File: config.mk
export PLATFORM = sky130hd
export DESIGN_NAME = bdc_ctrl
export DESIGN_NICKNAME = d
export VERILOG_FILES = /design/src/hdl/bdc_pkg.sv /design/src/hdl/bdc_clamp.sv /design/src/hdl/bdc_ctrl.sv /design/src/hdl/bdc_sync2.sv
export VERILOG_INCLUDE_DIRS = /design/src /design/src/hdl
export SDC_FILE = /design/constraint.sdc
export NUM_CORES = 1
export LEC_CHECK = 0
export ABC_CLOCK_PERIOD_IN_PS = 3500
export BUFFER_PORTS_ARGS = -buffer_cell sky130_fd_sc_hd__buf_2
export CELL_PAD_IN_SITES_DETAIL_PLACEMENT = 0
export CELL_PAD_IN_SITES_GLOBAL_PLACEMENT = 1
export CORE_UTILIZATION = 40
export DETAILED_ROUTE_END_ITERATION = 10
export PLACE_DENSITY_LB_ADDON = 0.1
export SETUP_SLACK_MARGIN = 0.2
export SKIP_LAST_GASP = 1
export SYNTH_ARGS = -nofsm -noshare
export SYNTH_HDL_FRONTEND = slang
export SYNTH_HIERARCHICAL = 1
export SYNTH_SLANG_ARGS = --single-unit
File: constraint.sdc
create_clock -name clk_sys_i -period 3.5 [get_ports clk_sys_i]
set_clock_uncertainty 0.1 [all_clocks]
set_input_delay 0.7 -clock clk_sys_i [delete_from_list [all_inputs] [get_ports clk_sys_i]]
set_output_delay 0.7 -clock clk_sys_i [all_outputs]
set_load 0.02 [all_outputs]
File: src/hdl/bdc_params.svh
// Constants for the bridge driver control and status block.
`ifndef BDC_PARAMS_SVH
`define BDC_PARAMS_SVH
`define BDC_DATA_W 32
`define BDC_ADDR_W 4
`define BDC_OFS_DAC 4'h0
`define BDC_OFS_CLAMP 4'h1
`define BDC_OFS_ILIMP 4'h2
`define BDC_OFS_ILIMN 4'h3
`define BDC_OFS_CTRL 4'h4
`define BDC_OFS_AMUX 4'h5
`define BDC_OFS_STATUS 4'h6
`define BDC_DAC_RST 32'h0000_0000
`define BDC_OVC_RST 4'hF
`define BDC_UVC_RST 4'h0
`define BDC_ILIMP_RST 9'h000
`define BDC_ILIMN_RST 9'h1FF
`define BDC_ILIMP_MAX 9'h1CE
`define BDC_ILIMN_MIN 9'h030
`define BDC_POS_LOW 20'hFFFFF
`define BDC_NEG_BASE 8'hFF
`define BDC_NEG_LOW 20'h00000
`define BDC_SIGN_BIT 25
`define BDC_ST_W 11
`define BDC_FAULT_LSB 5
`define BDC_ST_RESET_BIT 4
`define BDC_MIN_TIME_NS 50
`define BDC_CLK_NS 5
`define BDC_MIN_CYC ((`BDC_MIN_TIME_NS + `BDC_CLK_NS - 1) / `BDC_CLK_NS)
`define BDC_RST_CYC 4'h4
`endif

File: src/hdl/bdc_pkg.sv
// Types shared by the bridge driver control and status block.
package bdc_pkg;
  typedef enum logic [1:0] {
    BDC_DUTY_20_80 = 2'h0,
    BDC_DUTY_15_85 = 2'h1,
    BDC_DUTY_10_90 = 2'h2
  } bdc_duty_t;
  typedef enum logic [1:0] {
    BDC_RS_IDLE = 2'h0,
    BDC_RS_HOLD = 2'h1,
    BDC_RS_DONE = 2'h3
  } bdc_rst_state_t;
endpackage

File: src/hdl/bdc_clamp.sv
// Saturates the signed output-voltage code between the clamp bounds.
`timescale 1ns/1ps
`include "bdc_params.svh"
module bdc_clamp (
  input wire logic [`BDC_DATA_W-1:0] code_i,
  input wire logic [3:0] pos_clamp_i,
  input wire logic [3:0] neg_clamp_i,
  output logic [`BDC_DATA_W-1:0] hi_o,
  output logic [`BDC_DATA_W-1:0] lo_o,
  output logic [`BDC_DATA_W-1:0] code_o
);
  logic signed [`BDC_DATA_W-1:0] ext;
  always_comb begin
    ext = {{(`BDC_DATA_W-`BDC_SIGN_BIT-1){code_i[`BDC_SIGN_BIT]}}, code_i[`BDC_SIGN_BIT:0]};
    hi_o = {8'h00, pos_clamp_i, `BDC_POS_LOW};
    lo_o = {`BDC_NEG_BASE, neg_clamp_i, `BDC_NEG_LOW};
    if (ext > $signed(hi_o)) begin
      code_o = hi_o;
    end else if (ext < $signed(lo_o)) begin
      code_o = lo_o;
    end else begin
      code_o = ext;
    end
  end
endmodule // bdc_clamp

File: src/hdl/bdc_ctrl.sv
// Control and status registers of a full-bridge converter, reached through a word register port.
// Operation
// - Duty range code 00 gives 20-80, 01 gives 15-85, others 10-90 percent.
// - Positive clamp code sets the largest DAC value above twenty ones.
// - Negative clamp code sets the smallest DAC value, stepping 0x100000.
// - Positive current-limit code is nine bits, valid 0 to 462.
// - Negative current-limit code is nine bits, valid 48 to 511.
// - Under current limit at minimum time the driver skips cycles; the code allows skips at minimum time alone, with or without current limit.
// - Pulses shorter than minimum on or off time may be skipped.
// - Interface-supply undervoltage or thermal shutdown triggers an internal reset.
// - Software reset bit starts a device reset.
// - Reset restores register defaults except the status register.
// - Drivers stay disabled while any latched fault is set.
// - Status reports four live active-high indications.
// - Reset-occurred bit sets on every reset until software clears.
// - Six latched fault bits stay set until software clears them.
// - Mux register selects telemetry; enable low tri-states the pin.
// - Test bits shift telemetry output for the selected signal.
// - DAC code is two's complement, sign bit 25 extended upward.
// - Switching needs enable pin and request; faults pull the pin low.
`timescale 1ns/1ps
`include "bdc_params.svh"
module bdc_ctrl (
  input wire logic clk_sys_i,
  input wire logic srst_i,
  input wire logic reg_wr_i,
  input wire logic reg_rd_i,
  input wire logic [`BDC_ADDR_W-1:0] reg_addr_i,
  input wire logic [`BDC_DATA_W-1:0] reg_wdata_i,
  output logic [`BDC_DATA_W-1:0] reg_rdata_o,
  output logic reg_rvalid_o,
  input wire logic [5:0] fault_evt_i,
  input wire logic current_limit_active_i,
  input wire logic power_limit_active_i,
  input wire logic pwm_switching_i,
  input wire logic min_time_limited_i,
  input wire logic switch_enable_pin_i,
  output logic switch_enable_pin_o,
  output logic switch_enable_pin_oe_o,
  output bdc_pkg::bdc_duty_t duty_range_sel_o,
  output logic [6:0] duty_min_pct_o,
  output logic [6:0] duty_max_pct_o,
  output logic [`BDC_DATA_W-1:0] vout_dac_code_o,
  output logic [8:0] pos_current_limit_code_o,
  output logic [8:0] neg_current_limit_code_o,
  output logic pwm_enable_o,
  output logic linear_enable_o,
  output logic pulse_skip_ok_o,
  output logic [3:0] telemetry_mux_select_o,
  output logic telemetry_out_enable_o,
  output logic [1:0] telemetry_test_shift_o,
  output logic internal_reset_o
);
  import bdc_pkg::*;

  typedef struct packed {
    logic [`BDC_DATA_W-1:0] dac_ff;
    logic [3:0] ovc_ff;
    logic [3:0] uvc_ff;
    logic [8:0] ilimp_ff;
    logic [8:0] ilimn_ff;
    logic [1:0] duty_ff;
    logic switch_enable_request_ff;
    logic [3:0] amux_ff;
    logic telemetry_out_enable_ff;
    logic [1:0] telemetry_test_shift_ff;
    logic [`BDC_ST_W-1:0] status_ff;
    bdc_rst_state_t rs_ff;
    logic [3:0] rs_cnt_ff;
    logic [`BDC_DATA_W-1:0] rdata_ff;
    logic rvalid_ff;
  } bdc_ctrl_st_t;

  bdc_ctrl_st_t st_ff;
  bdc_ctrl_st_t nxt_st;
  logic [3:0] live_s;
  logic [5:0] fault_s;
  logic switch_enable_pin_pin_s;
  logic [`BDC_DATA_W-1:0] clamped;
  logic [`BDC_DATA_W-1:0] hi_bound;
  logic [`BDC_DATA_W-1:0] lo_bound;
  logic any_fault;
  logic soft_rst;
  logic fault_rst;
  logic cfg_rst;

  // Faults and live flags arrive from analog comparators, so they are synchronised.
  bdc_sync2 #(.W(11)) u_sync (
    .clk_sys_i(clk_sys_i),
    .srst_i(srst_i),
    .async_i({switch_enable_pin_i, fault_evt_i, min_time_limited_i, power_limit_active_i,
      current_limit_active_i, pwm_switching_i}),
    .sync_o({switch_enable_pin_pin_s, fault_s, live_s})
  );

  bdc_clamp u_clamp (
    .code_i(st_ff.dac_ff),
    .pos_clamp_i(st_ff.ovc_ff),
    .neg_clamp_i(st_ff.uvc_ff),
    .hi_o(hi_bound),
    .lo_o(lo_bound),
    .code_o(clamped)
  );

  function automatic logic hit(input logic [`BDC_ADDR_W-1:0] a, input logic [`BDC_ADDR_W-1:0] ofs);
    hit = (a == ofs);
  endfunction

  always_comb begin
    nxt_st = st_ff;
    nxt_st.rvalid_ff = 1'b0;
    any_fault = |st_ff.status_ff[`BDC_ST_W-1:`BDC_FAULT_LSB];
    soft_rst = reg_wr_i && hit(reg_addr_i, `BDC_OFS_CTRL) && reg_wdata_i[8];
    fault_rst = fault_s[2] | fault_s[1];
    cfg_rst = 1'b0;
    case (st_ff.rs_ff)
      BDC_RS_IDLE: begin
        if (soft_rst || fault_rst) begin
          nxt_st.rs_ff = BDC_RS_HOLD;
          nxt_st.rs_cnt_ff = `BDC_RST_CYC;
        end
      end
      BDC_RS_HOLD: begin
        cfg_rst = 1'b1;
        nxt_st.rs_cnt_ff = st_ff.rs_cnt_ff - 4'h1;
        if (st_ff.rs_cnt_ff == 4'h1) begin
          nxt_st.rs_ff = BDC_RS_DONE;
        end
      end
      BDC_RS_DONE: begin
        nxt_st.rs_ff = BDC_RS_IDLE;
      end
      default: begin
        nxt_st.rs_ff = BDC_RS_IDLE;
      end
    endcase
    if (reg_wr_i && st_ff.rs_ff == BDC_RS_IDLE) begin
      if (hit(reg_addr_i, `BDC_OFS_DAC)) begin
        nxt_st.dac_ff = reg_wdata_i;
      end
      if (hit(reg_addr_i, `BDC_OFS_CLAMP)) begin
        nxt_st.ovc_ff = reg_wdata_i[3:0];
        nxt_st.uvc_ff = reg_wdata_i[7:4];
      end
      if (hit(reg_addr_i, `BDC_OFS_ILIMP)) begin
        nxt_st.ilimp_ff = (reg_wdata_i[8:0] > `BDC_ILIMP_MAX) ? `BDC_ILIMP_MAX : reg_wdata_i[8:0];
      end
      if (hit(reg_addr_i, `BDC_OFS_ILIMN)) begin
        nxt_st.ilimn_ff = (reg_wdata_i[8:0] < `BDC_ILIMN_MIN) ? `BDC_ILIMN_MIN : reg_wdata_i[8:0];
      end
      if (hit(reg_addr_i, `BDC_OFS_CTRL)) begin
        nxt_st.duty_ff = reg_wdata_i[1:0];
        nxt_st.switch_enable_request_ff = reg_wdata_i[4];
      end
      if (hit(reg_addr_i, `BDC_OFS_AMUX)) begin
        nxt_st.amux_ff = reg_wdata_i[3:0];
        nxt_st.telemetry_out_enable_ff = reg_wdata_i[4];
        nxt_st.telemetry_test_shift_ff = reg_wdata_i[6:5];
      end
    end
    if (reg_wr_i && hit(reg_addr_i, `BDC_OFS_STATUS)) begin
      nxt_st.status_ff[`BDC_ST_W-1:`BDC_ST_RESET_BIT] = st_ff.status_ff[`BDC_ST_W-1:`BDC_ST_RESET_BIT] &
        reg_wdata_i[`BDC_ST_W-1:`BDC_ST_RESET_BIT];
    end
    nxt_st.status_ff[3:0] = live_s;
    nxt_st.status_ff[`BDC_ST_W-1:`BDC_FAULT_LSB] = nxt_st.status_ff[`BDC_ST_W-1:`BDC_FAULT_LSB] | fault_s;
    if (st_ff.rs_ff == BDC_RS_DONE) begin
      nxt_st.status_ff[`BDC_ST_RESET_BIT] = 1'b1;
    end
    if (cfg_rst) begin
      nxt_st.dac_ff = `BDC_DAC_RST;
      nxt_st.ovc_ff = `BDC_OVC_RST;
      nxt_st.uvc_ff = `BDC_UVC_RST;
      nxt_st.ilimp_ff = `BDC_ILIMP_RST;
      nxt_st.ilimn_ff = `BDC_ILIMN_RST;
      nxt_st.duty_ff = 2'h0;
      nxt_st.switch_enable_request_ff = 1'b0;
      nxt_st.amux_ff = 4'h0;
      nxt_st.telemetry_out_enable_ff = 1'b0;
      nxt_st.telemetry_test_shift_ff = 2'h0;
    end
    if (reg_rd_i) begin
      nxt_st.rvalid_ff = 1'b1;
      case (reg_addr_i)
        `BDC_OFS_DAC: nxt_st.rdata_ff = st_ff.dac_ff;
        `BDC_OFS_CLAMP: nxt_st.rdata_ff = {24'h0, st_ff.uvc_ff, st_ff.ovc_ff};
        `BDC_OFS_ILIMP: nxt_st.rdata_ff = {23'h0, st_ff.ilimp_ff};
        `BDC_OFS_ILIMN: nxt_st.rdata_ff = {23'h0, st_ff.ilimn_ff};
        `BDC_OFS_CTRL: nxt_st.rdata_ff = {27'h0, st_ff.switch_enable_request_ff, 2'h0, st_ff.duty_ff};
        `BDC_OFS_AMUX: nxt_st.rdata_ff = {25'h0, st_ff.telemetry_test_shift_ff, st_ff.telemetry_out_enable_ff, st_ff.amux_ff};
        `BDC_OFS_STATUS: nxt_st.rdata_ff = {21'h0, st_ff.status_ff};
        default: nxt_st.rdata_ff = 32'h0000_0000;
      endcase
    end
  end

  // The status register is kept across internal resets; only srst_i reloads it, to 0x010 with the reset bit set.
  always_ff @(posedge clk_sys_i) begin
    if (srst_i) begin
      st_ff <= '0;
      st_ff.ovc_ff <= `BDC_OVC_RST;
      st_ff.ilimn_ff <= `BDC_ILIMN_RST;
      st_ff.status_ff <= 11'h010;
    end else begin
      st_ff <= nxt_st;
    end
  end

  always_comb begin
    case (st_ff.duty_ff)
      2'h0: begin
        duty_range_sel_o = BDC_DUTY_20_80;
        duty_min_pct_o = 7'h14;
        duty_max_pct_o = 7'h50;
      end
      2'h1: begin
        duty_range_sel_o = BDC_DUTY_15_85;
        duty_min_pct_o = 7'h0F;
        duty_max_pct_o = 7'h55;
      end
      default: begin
        duty_range_sel_o = BDC_DUTY_10_90;
        duty_min_pct_o = 7'h0A;
        duty_max_pct_o = 7'h5A;
      end
    endcase
  end

  assign vout_dac_code_o = clamped;
  assign pos_current_limit_code_o = st_ff.ilimp_ff;
  assign neg_current_limit_code_o = st_ff.ilimn_ff;
  assign linear_enable_o = ~any_fault & (st_ff.rs_ff == BDC_RS_IDLE);
  assign pwm_enable_o = linear_enable_o & st_ff.switch_enable_request_ff & switch_enable_pin_pin_s;
  assign switch_enable_pin_o = 1'b0;
  assign switch_enable_pin_oe_o = any_fault;
  // Skip whenever at minimum time, with or without current limit.
  assign pulse_skip_ok_o = st_ff.status_ff[3] | (st_ff.status_ff[1] & st_ff.status_ff[3]);
  assign telemetry_mux_select_o = st_ff.amux_ff;
  assign telemetry_out_enable_o = st_ff.telemetry_out_enable_ff;
  assign telemetry_test_shift_o = st_ff.telemetry_test_shift_ff;
  assign internal_reset_o = (st_ff.rs_ff == BDC_RS_HOLD);
  assign reg_rdata_o = st_ff.rdata_ff;
  assign reg_rvalid_o = st_ff.rvalid_ff;
endmodule // bdc_ctrl

File: src/hdl/bdc_sync2.sv
// Two-flop synchroniser for pin-level inputs.
`timescale 1ns/1ps
module bdc_sync2 #(
  parameter int W = 1
) (
  input wire logic clk_sys_i,
  input wire logic srst_i,
  input wire logic [W-1:0] async_i,
  output logic [W-1:0] sync_o
);
  typedef struct packed {
    logic [W-1:0] meta_ff;
    logic [W-1:0] sync_ff;
  } bdc_sync_st_t;
  bdc_sync_st_t st_ff;
  bdc_sync_st_t nxt_st;
  always_comb begin
    nxt_st = st_ff;
    nxt_st.meta_ff = async_i;
    nxt_st.sync_ff = st_ff.meta_ff;
  end
  always_ff @(posedge clk_sys_i) begin
    if (srst_i) begin
      st_ff <= '0;
    end else begin
      st_ff <= nxt_st;
    end
  end
  assign sync_o = st_ff.sync_ff;
endmodule // bdc_sync2

==> summary.md, run 1 <==
| Metric | Value |
|---|---|
| Status | `finished, final reports clean` |
| I/O Buffers | `156` |
| DIE AREA | `17300 µm²` |
| Final setup viols | `0` |
| 1st-iter DRT viols | `312` |
| RSZ-0062 raised after global routing | `yes` |
| Ant. Diodes | `0` |
| Syn Std Cell Area | `6690 µm²` |
| Largest net degree at the start of global routing | `71` |
| Fill count | `1613` |
| Top Family by Delay on Critical Path | `simple AND/OR/NAND/NOR gates` |
| Post-route minimum period | `3.31 ns` |
| Critical path peak fanout | `7` |
| CP max-delay cell | `or4_4` |
| Rows | `46` |
| Reg2reg end | `st_ff[113]` |
| Die height | `131 µm` |
| Clock sinks | `140` |
| Die width | `131 µm` |
| Placeable Area | `16100 µm²` |
| CP required | `2.70 ns` |
| Crit. End Element | `primary output` |
| Gpl congestion | `0.867` |
| Hpwl dp | `13500 µm` |
| Hold_ws | `0.325 ns` |
| Cells on worst reg2reg path | `4` |
| Antenna violations before repair | `0` |
| Hold path startpoint | `u_sync/sync_o[8]` |
| Classification of the worst-slack hold path | `reg -> reg` |
| Final Max Slew Viols | `0` |
| Vias in the first global route | `5379` |
| Hold depth | `2` |
| DR vias/cell | `5.16` |
| Nets | `922` |
| Final Cycle Share | `94.6%` |
| Startpoint Class | `flip-flop` |
| Post-route ant nets | `0` |
| Reg-to-reg slack, setup | `1.15 ns` |
| WL final | `19500 µm` |
| Fmax | `0.302 GHz` |
| Final Hold Fails | `0` |
| WL per Instance | `17.9 µm` |
| Mapped Cells | `792` |
| Bufs on Longest Clock Path | `2` |
| CTS buffer count | `17` |
| CTS tree | `built` |
| Post-CTS Hold Buffers | `0` |
| Starting Density | `41.5%` |
| Reg-to-Reg Start | `st_ff[37]` |
| First-pass GRT wire length | `30300 µm` |
| Max-cap violations | `0` |
| First-pass DRT Iterations | `5` |
| Tot GR Track Use | `22.5%` |
| Clk pin slew, worst setup/hold paths | `0.06 ns` |
| Worst Path Buf+Inv | `3` |
| CTS root buf | `clkbuf_16` |
| Mapped Avg Cell Area | `8.45 µm²` |
| Worst-skew pair later-pin latency | `0.42 ns` |
| Ports | `163` |
| Worst-Margin Slew | `1.11 ns` |
| Share of layout cells above drive strength 1 | `30.8%` |
| Max rail drop VDD | `0.343 mV` |
| Max incr delay on CP | `0.47 ns` |
| Critical Path, Cell by Cell | `inv_1 -> ha_1 -> nand4_1 -> or4_4 -> o211ai_4 -> buf_6 -> nor2b_4 -> buf_2` |
| Pleak | `3.32 nW` |
| Worst Path Arrival | `2.51 ns` |
| Via total after detailed routing | `5627` |
| Max-slew headroom | `25.6%` |
| Pwr Density | `482 nW/µm²` |
| Syn-to-layout area delta | `18.1%` |
| Yosys warnings | `6` |
| DRC | `0` |
| Crit Path Class | `reg -> out` |
| H-tree levels | `4` |
| Overflow after GRT | `0` |
| Post-route setup TNS | `0 ns` |
| Hold EP | `st_ff[48]` |
-- report_power, final --
| group | total [mW] | internal (mW) | switching, mW |
|---|---|---|---|
| Combinational | 0.304 | 0.103 | 0.201 |
| Clock | 1.86 | 1.13 | 0.725 |
| Sequential | 1.65 | 1.62 | 0.0233 |
-- cell usage in the layout (no fill, tap or decap), types with 4 or more instances in the layout --
master / count
nor3_1: 4
clkinv_4: 4
nor2_1: 32
a21oi_1: 84
clkbuf_16: 18
buf_4: 22
o21ai_2: 6
a211oi_1: 5
nand2_1: 115
and2_1: 5
a22o_1: 6
o31ai_1: 5
inv_6: 4
nor2b_1: 17
dfxtp_2: 7
mux2i_1: 27
nand2b_1: 4
nor2b_2: 15
a22oi_1: 4
ha_1: 7
nand3b_1: 13
conb_1: 6
inv_1: 39
a311oi_1: 4
o21ai_0: 11
nand3_1: 29
a221o_1: 5
nand4_1: 6
buf_2: 143
o2bb2ai_1: 4
dfxtp_1: 130
o21ai_1: 14
-- what timing repair did --
action / in CTS / in global routing
gates resized for setup: 28 / 47
cloned: 0 / 1
endpoints found under the setup margin: 31 / 31
setup buffers: 2 / 2
pin swaps: 3 / 6
-- worst reg2reg max path: stages (launching register included) --
cell,delay (ns)
dfxtp_1,0.44
nor2b_1,0.55
or2_2,0.53
buf_4,0.48
a21oi_1,0.11
-- flip-flops by register name (all words and copies together) (netlist names) --
signal and count:
neg_current_limit_code_o 9, pos_current_limit_code_o 9, reg_rdata_o 32, reg_rvalid_o 1
st_ff 60, telemetry_mux_select_o 4, telemetry_out_enable_o 1, telemetry_test_shift_o 2
u_sync/nxt_st 11, u_sync/sync_o 11
-- through the flow --
step,util (%),area (µm²),power (mW),worst slack [ns],instances
2_1_floorplan,-,6710,1.88,0.328,796
3_3_place_gp,43.7,7050,1.98,0.583,1053
3_5_place_dp,43.7,7050,1.98,0.495,1053
4_1_cts,47.9,7720,3.85,0.207,1087
5_1_grt,49.0,7900,3.96,0.165,1090
6_report,49.0,7900,3.81,0.191,1090
-- final cells by class --
class / count / area (µm²) / area share, %
Timing Repair Buffer: 172 / 998 / 12.6
Inverter: 40 / 150 / 1.90
Clock inverter: 15 / 188 / 2.37
Multi-Input combinational cell: 490 / 3050 / 38.6
Tap cell: 216 / 270 / 3.42
Sequential cell: 140 / 2820 / 35.7
Clock buffer: 17 / 425 / 5.38
-- how the worst max path moves through the flow --
stage,start,end,slack [ns],cells after the start
after floorplan,st_ff[85],vout_dac_code_o[26],0.33,8
after global placement,st_ff[79],vout_dac_code_o[11],0.58,10
after detailed placement,st_ff[79],vout_dac_code_o[4],0.49,10
after CTS,st_ff[107],vout_dac_code_o[11],0.21,9
after global routing,st_ff[83],vout_dac_code_o[7],0.17,9
final,st_ff[83],vout_dac_code_o[26],0.19,8
-- metal layers --
layer | share of wire [%] | track usage [%] | vias to the layer above
met1 | 45 | 29.0 | 2649
met4 | 2.4 | 7.62 | 0
met5 | 0 | 0 | -
li1 | - | - | 2752
met2 | 47 | 37.0 | 195
met3 | 5.1 | 5.05 | 31
Power figures use the tool's default switching activity.
==> inputs of run 2 (changes only) <==
CELL_PAD_IN_SITES_DETAIL_PLACEMENT = 1   (was 0)
CELL_PAD_IN_SITES_GLOBAL_PLACEMENT = 2   (was 1)
CORE_UTILIZATION = 32   (was 40)
==> summary.md, run 2 (synthesized netlist as in run 1, its figures left out) <==
| Metric | Value |
|---|---|
| Status | `finished, final reports clean (unchanged)` |
| Post-route setup TNS | `0 ns (unchanged)` |
| Bufs on Longest Clock Path | `2 (unchanged)` |
| Overflow after GRT | `0 (unchanged)` |
| CTS root buf | `clkbuf_16 (unchanged)` |
| Startpoint Class | `flip-flop (unchanged)` |
| Fmax | `0.304 GHz (was 0.302 GHz)` |
| Final instance area | `8100 µm² (was 7900 µm²)` |
| Max-cap violations | `0 (unchanged)` |
| Die height | `147 µm (was 131 µm)` |
| First-pass DRT Iterations | `4 (was 5)` |
| Switching power total | `987 µW (was 949 µW)` |
| Max rail drop VDD | `0.350 mV (was 0.343 mV)` |
| Ports | `163 (unchanged)` |
| Worst-skew pair later-pin latency | `0.43 ns (was 0.42 ns)` |
| Crit Path Class | `reg -> out (unchanged)` |
| H-tree levels | `4 (unchanged)` |
| Hold_ws | `0.333 ns (was 0.325 ns)` |
| First-pass GRT wire length | `33900 µm (was 30300 µm)` |
| Syn-to-layout area delta | `21.1% (was 18.1%)` |
| I/O Buffers | `156 (unchanged)` |
| Sequential share of power | `42.7% (was 43.3%)` |
| CTS buffer count | `17 (unchanged)` |
| 1st-iter DRT viols | `269 (was 312)` |
| Via total after detailed routing | `5673 (was 5627)` |
| Worst Path Arrival | `2.49 ns (was 2.51 ns)` |
| Largest register FFs | `60 (unchanged)` |
| Post-CTS Hold Buffers | `0 (unchanged)` |
| Antenna violations before repair | `0 (unchanged)` |
| Final Max Slew Viols | `0 (unchanged)` |
| DIE AREA | `21500 µm² (was 17300 µm²)` |
| Pleak | `3.36 nW (was 3.32 nW)` |
| Clock network fraction of design power | `49.1% (was 48.8%)` |
| Placed Area | `7130 µm² (was 7050 µm²)` |
| Reg-to-Reg Start | `st_ff[37] (unchanged)` |
| Final setup viols | `0 (unchanged)` |
| Hold path startpoint | `u_sync/sync_o[7] (was u_sync/sync_o[8])` |
| CP Launch Point | `st_ff[83] (unchanged)` |
| Tot GR Track Use | `20.9% (was 22.5%)` |
| Rows | `52 (was 46)` |
| Post-route ant nets | `0 (unchanged)` |
| Largest net degree at the start of global routing | `57 (was 71)` |
| Starting Density | `32.9% (was 41.5%)` |
| Biggest register | `st_ff (unchanged)` |
| Crit. End Element | `primary output (unchanged)` |
| DR vias/cell | `4.93 (was 5.16)` |
| Share of layout cells above drive strength 1 | `31.1% (was 30.8%)` |
| Vias in the first global route | `5883 (was 5379)` |
| Clk pin slew, worst setup/hold paths | `0.06 ns (about the same)` |
| Leading cell type in the layout, fill and taps excluded | `dfxtp_1 (was buf_2)` |
| Hpwl dp | `15600 µm (was 13500 µm)` |
| Max-slew headroom | `53.3% (was 25.6%)` |
| Cells on worst reg2reg path | `4 (unchanged)` |
| Classification of the worst-slack hold path | `reg -> reg (unchanged)` |
| CTS tree | `built (unchanged)` |
| Gpl congestion | `0.798 (was 0.867)` |
| Die width | `147 µm (was 131 µm)` |
| Clock sinks | `140 (unchanged)` |
| Most frequent cells in the layout | `dfxtp_1 (130), buf_2 (129), nand2_1 (115) (was buf_2 (143), dfxtp_1 (130), nand2_1 (115))` |
| Sw Share | `25.6% (was 24.9%)` |
| WL final | `21900 µm (was 19500 µm)` |
| Int Power | `2.87 mW (was 2.86 mW)` |
| Placeable Area | `20400 µm² (was 16100 µm²)` |
| Final Cycle Share | `93.9% (was 94.6%)` |
| Critical path peak fanout | `5 (was 7)` |
| Hold depth | `2 (unchanged)` |
| WL per Instance | `19.0 µm (was 17.9 µm)` |
| Pwr Density | `476 nW/µm² (was 482 nW/µm²)` |
| DRC | `0 (unchanged)` |
| Final Hold Fails | `0 (unchanged)` |
| Gate power share | `8.2% (was 8.0%)` |
| Nets | `928 (was 922)` |
| RSZ-0062 raised after global routing | `yes (unchanged)` |
| Worst-Margin Slew | `0.700 ns (was 1.11 ns)` |
| Ant. Diodes | `0 (unchanged)` |
| CP required | `2.70 ns (about the same)` |
| Post-route minimum period | `3.29 ns (was 3.31 ns)` |
## run 2: cell types whose count changed in the layout (fill, tap and decap cells not counted), moves of 2 or more
cell / change
buf_12: +3
buf_2: -14
buf_4: +13
buf_8: +4
clkinvlp_4: -2
mux2i_1: +3
mux2i_2: -3
nor2_1: -3
nor2_2: +2
o21ai_0: +2
o21ai_2: -2
## run 2: per-stage QoR
step	total power, mW	utilization [%]	instances	worst slack [ns]
floorplan	1.88	-	796	0.328
detailed placement	1.99	35.0	1108	0.300
finish	3.86	39.8	1150	0.212
global placement	1.99	35.0	1108	0.366
global route	4.00	39.8	1150	0.112
CTS	3.90	39.4	1149	0.174
## run 2: power by group through the flow
| stage | logic, mW | clock network, mW | registers, mW |
|---|---|---|---|
| global placement | 0.305 | 0 | 1.68 |
| global route | 0.344 | 2.01 | 1.65 |
| detailed placement | 0.308 | 0 | 1.69 |
| finish | 0.317 | 1.89 | 1.65 |
| CTS | 0.318 | 1.93 | 1.65 |
| floorplan | 0.204 | 0 | 1.68 |
## run 2: final timing paths
kind	to	slack [ns]
worst max-delay path	vout_dac_code_o[21]	0.21
worst min-delay path	st_ff[47]	0.33
worst max register to register	st_ff[115]	1.20
worst min register to register	st_ff[47]	0.33
## run 2: what timing repair did
| action | in CTS | in global routing |
|---|---|---|
| resized for setup | 70 | 30 |
| buffers inserted | 9 | 1 |
| endpoints found under the hold margin | 0 | 0 |
| cloned | 0 | 0 |
| pin swaps | 5 | 3 |
| setup endpoints to repair | 32 | 32 |
## run 2: final cells by class
| type | count | area [µm²] |
|---|---|---|
| sequential | 140 | 2820 |
| timing repair buffer | 178 | 1130 |
| clock inverter | 14 | 184 |
| multi-input combinational | 490 | 3050 |
| clock buffer | 18 | 429 |
| inverter | 40 | 150 |
| fill | 2400 | 12300 |
| tap | 270 | 338 |
## run 2: metal layers
layer	global-route usage (%)	vias to the layer above	share of wire, %
met5	0	-	0
met4	8.07	0	2.2
met3	3.94	30	4.4
met2	34.9	152	48
met1	26.4	2736	46
li1	-	2755	-
## run 2: worst max-delay path, stage by stage (launching register included)
cell and delay [ns]:
dfxtp_4 0.36, inv_2 0.04, ha_4 0.26, nand4_1 0.10, or4_4 0.48, o211ai_4 0.30, buf_4 0.17, nor2_1 0.05
a21oi_2 0.13, buf_4 0.16
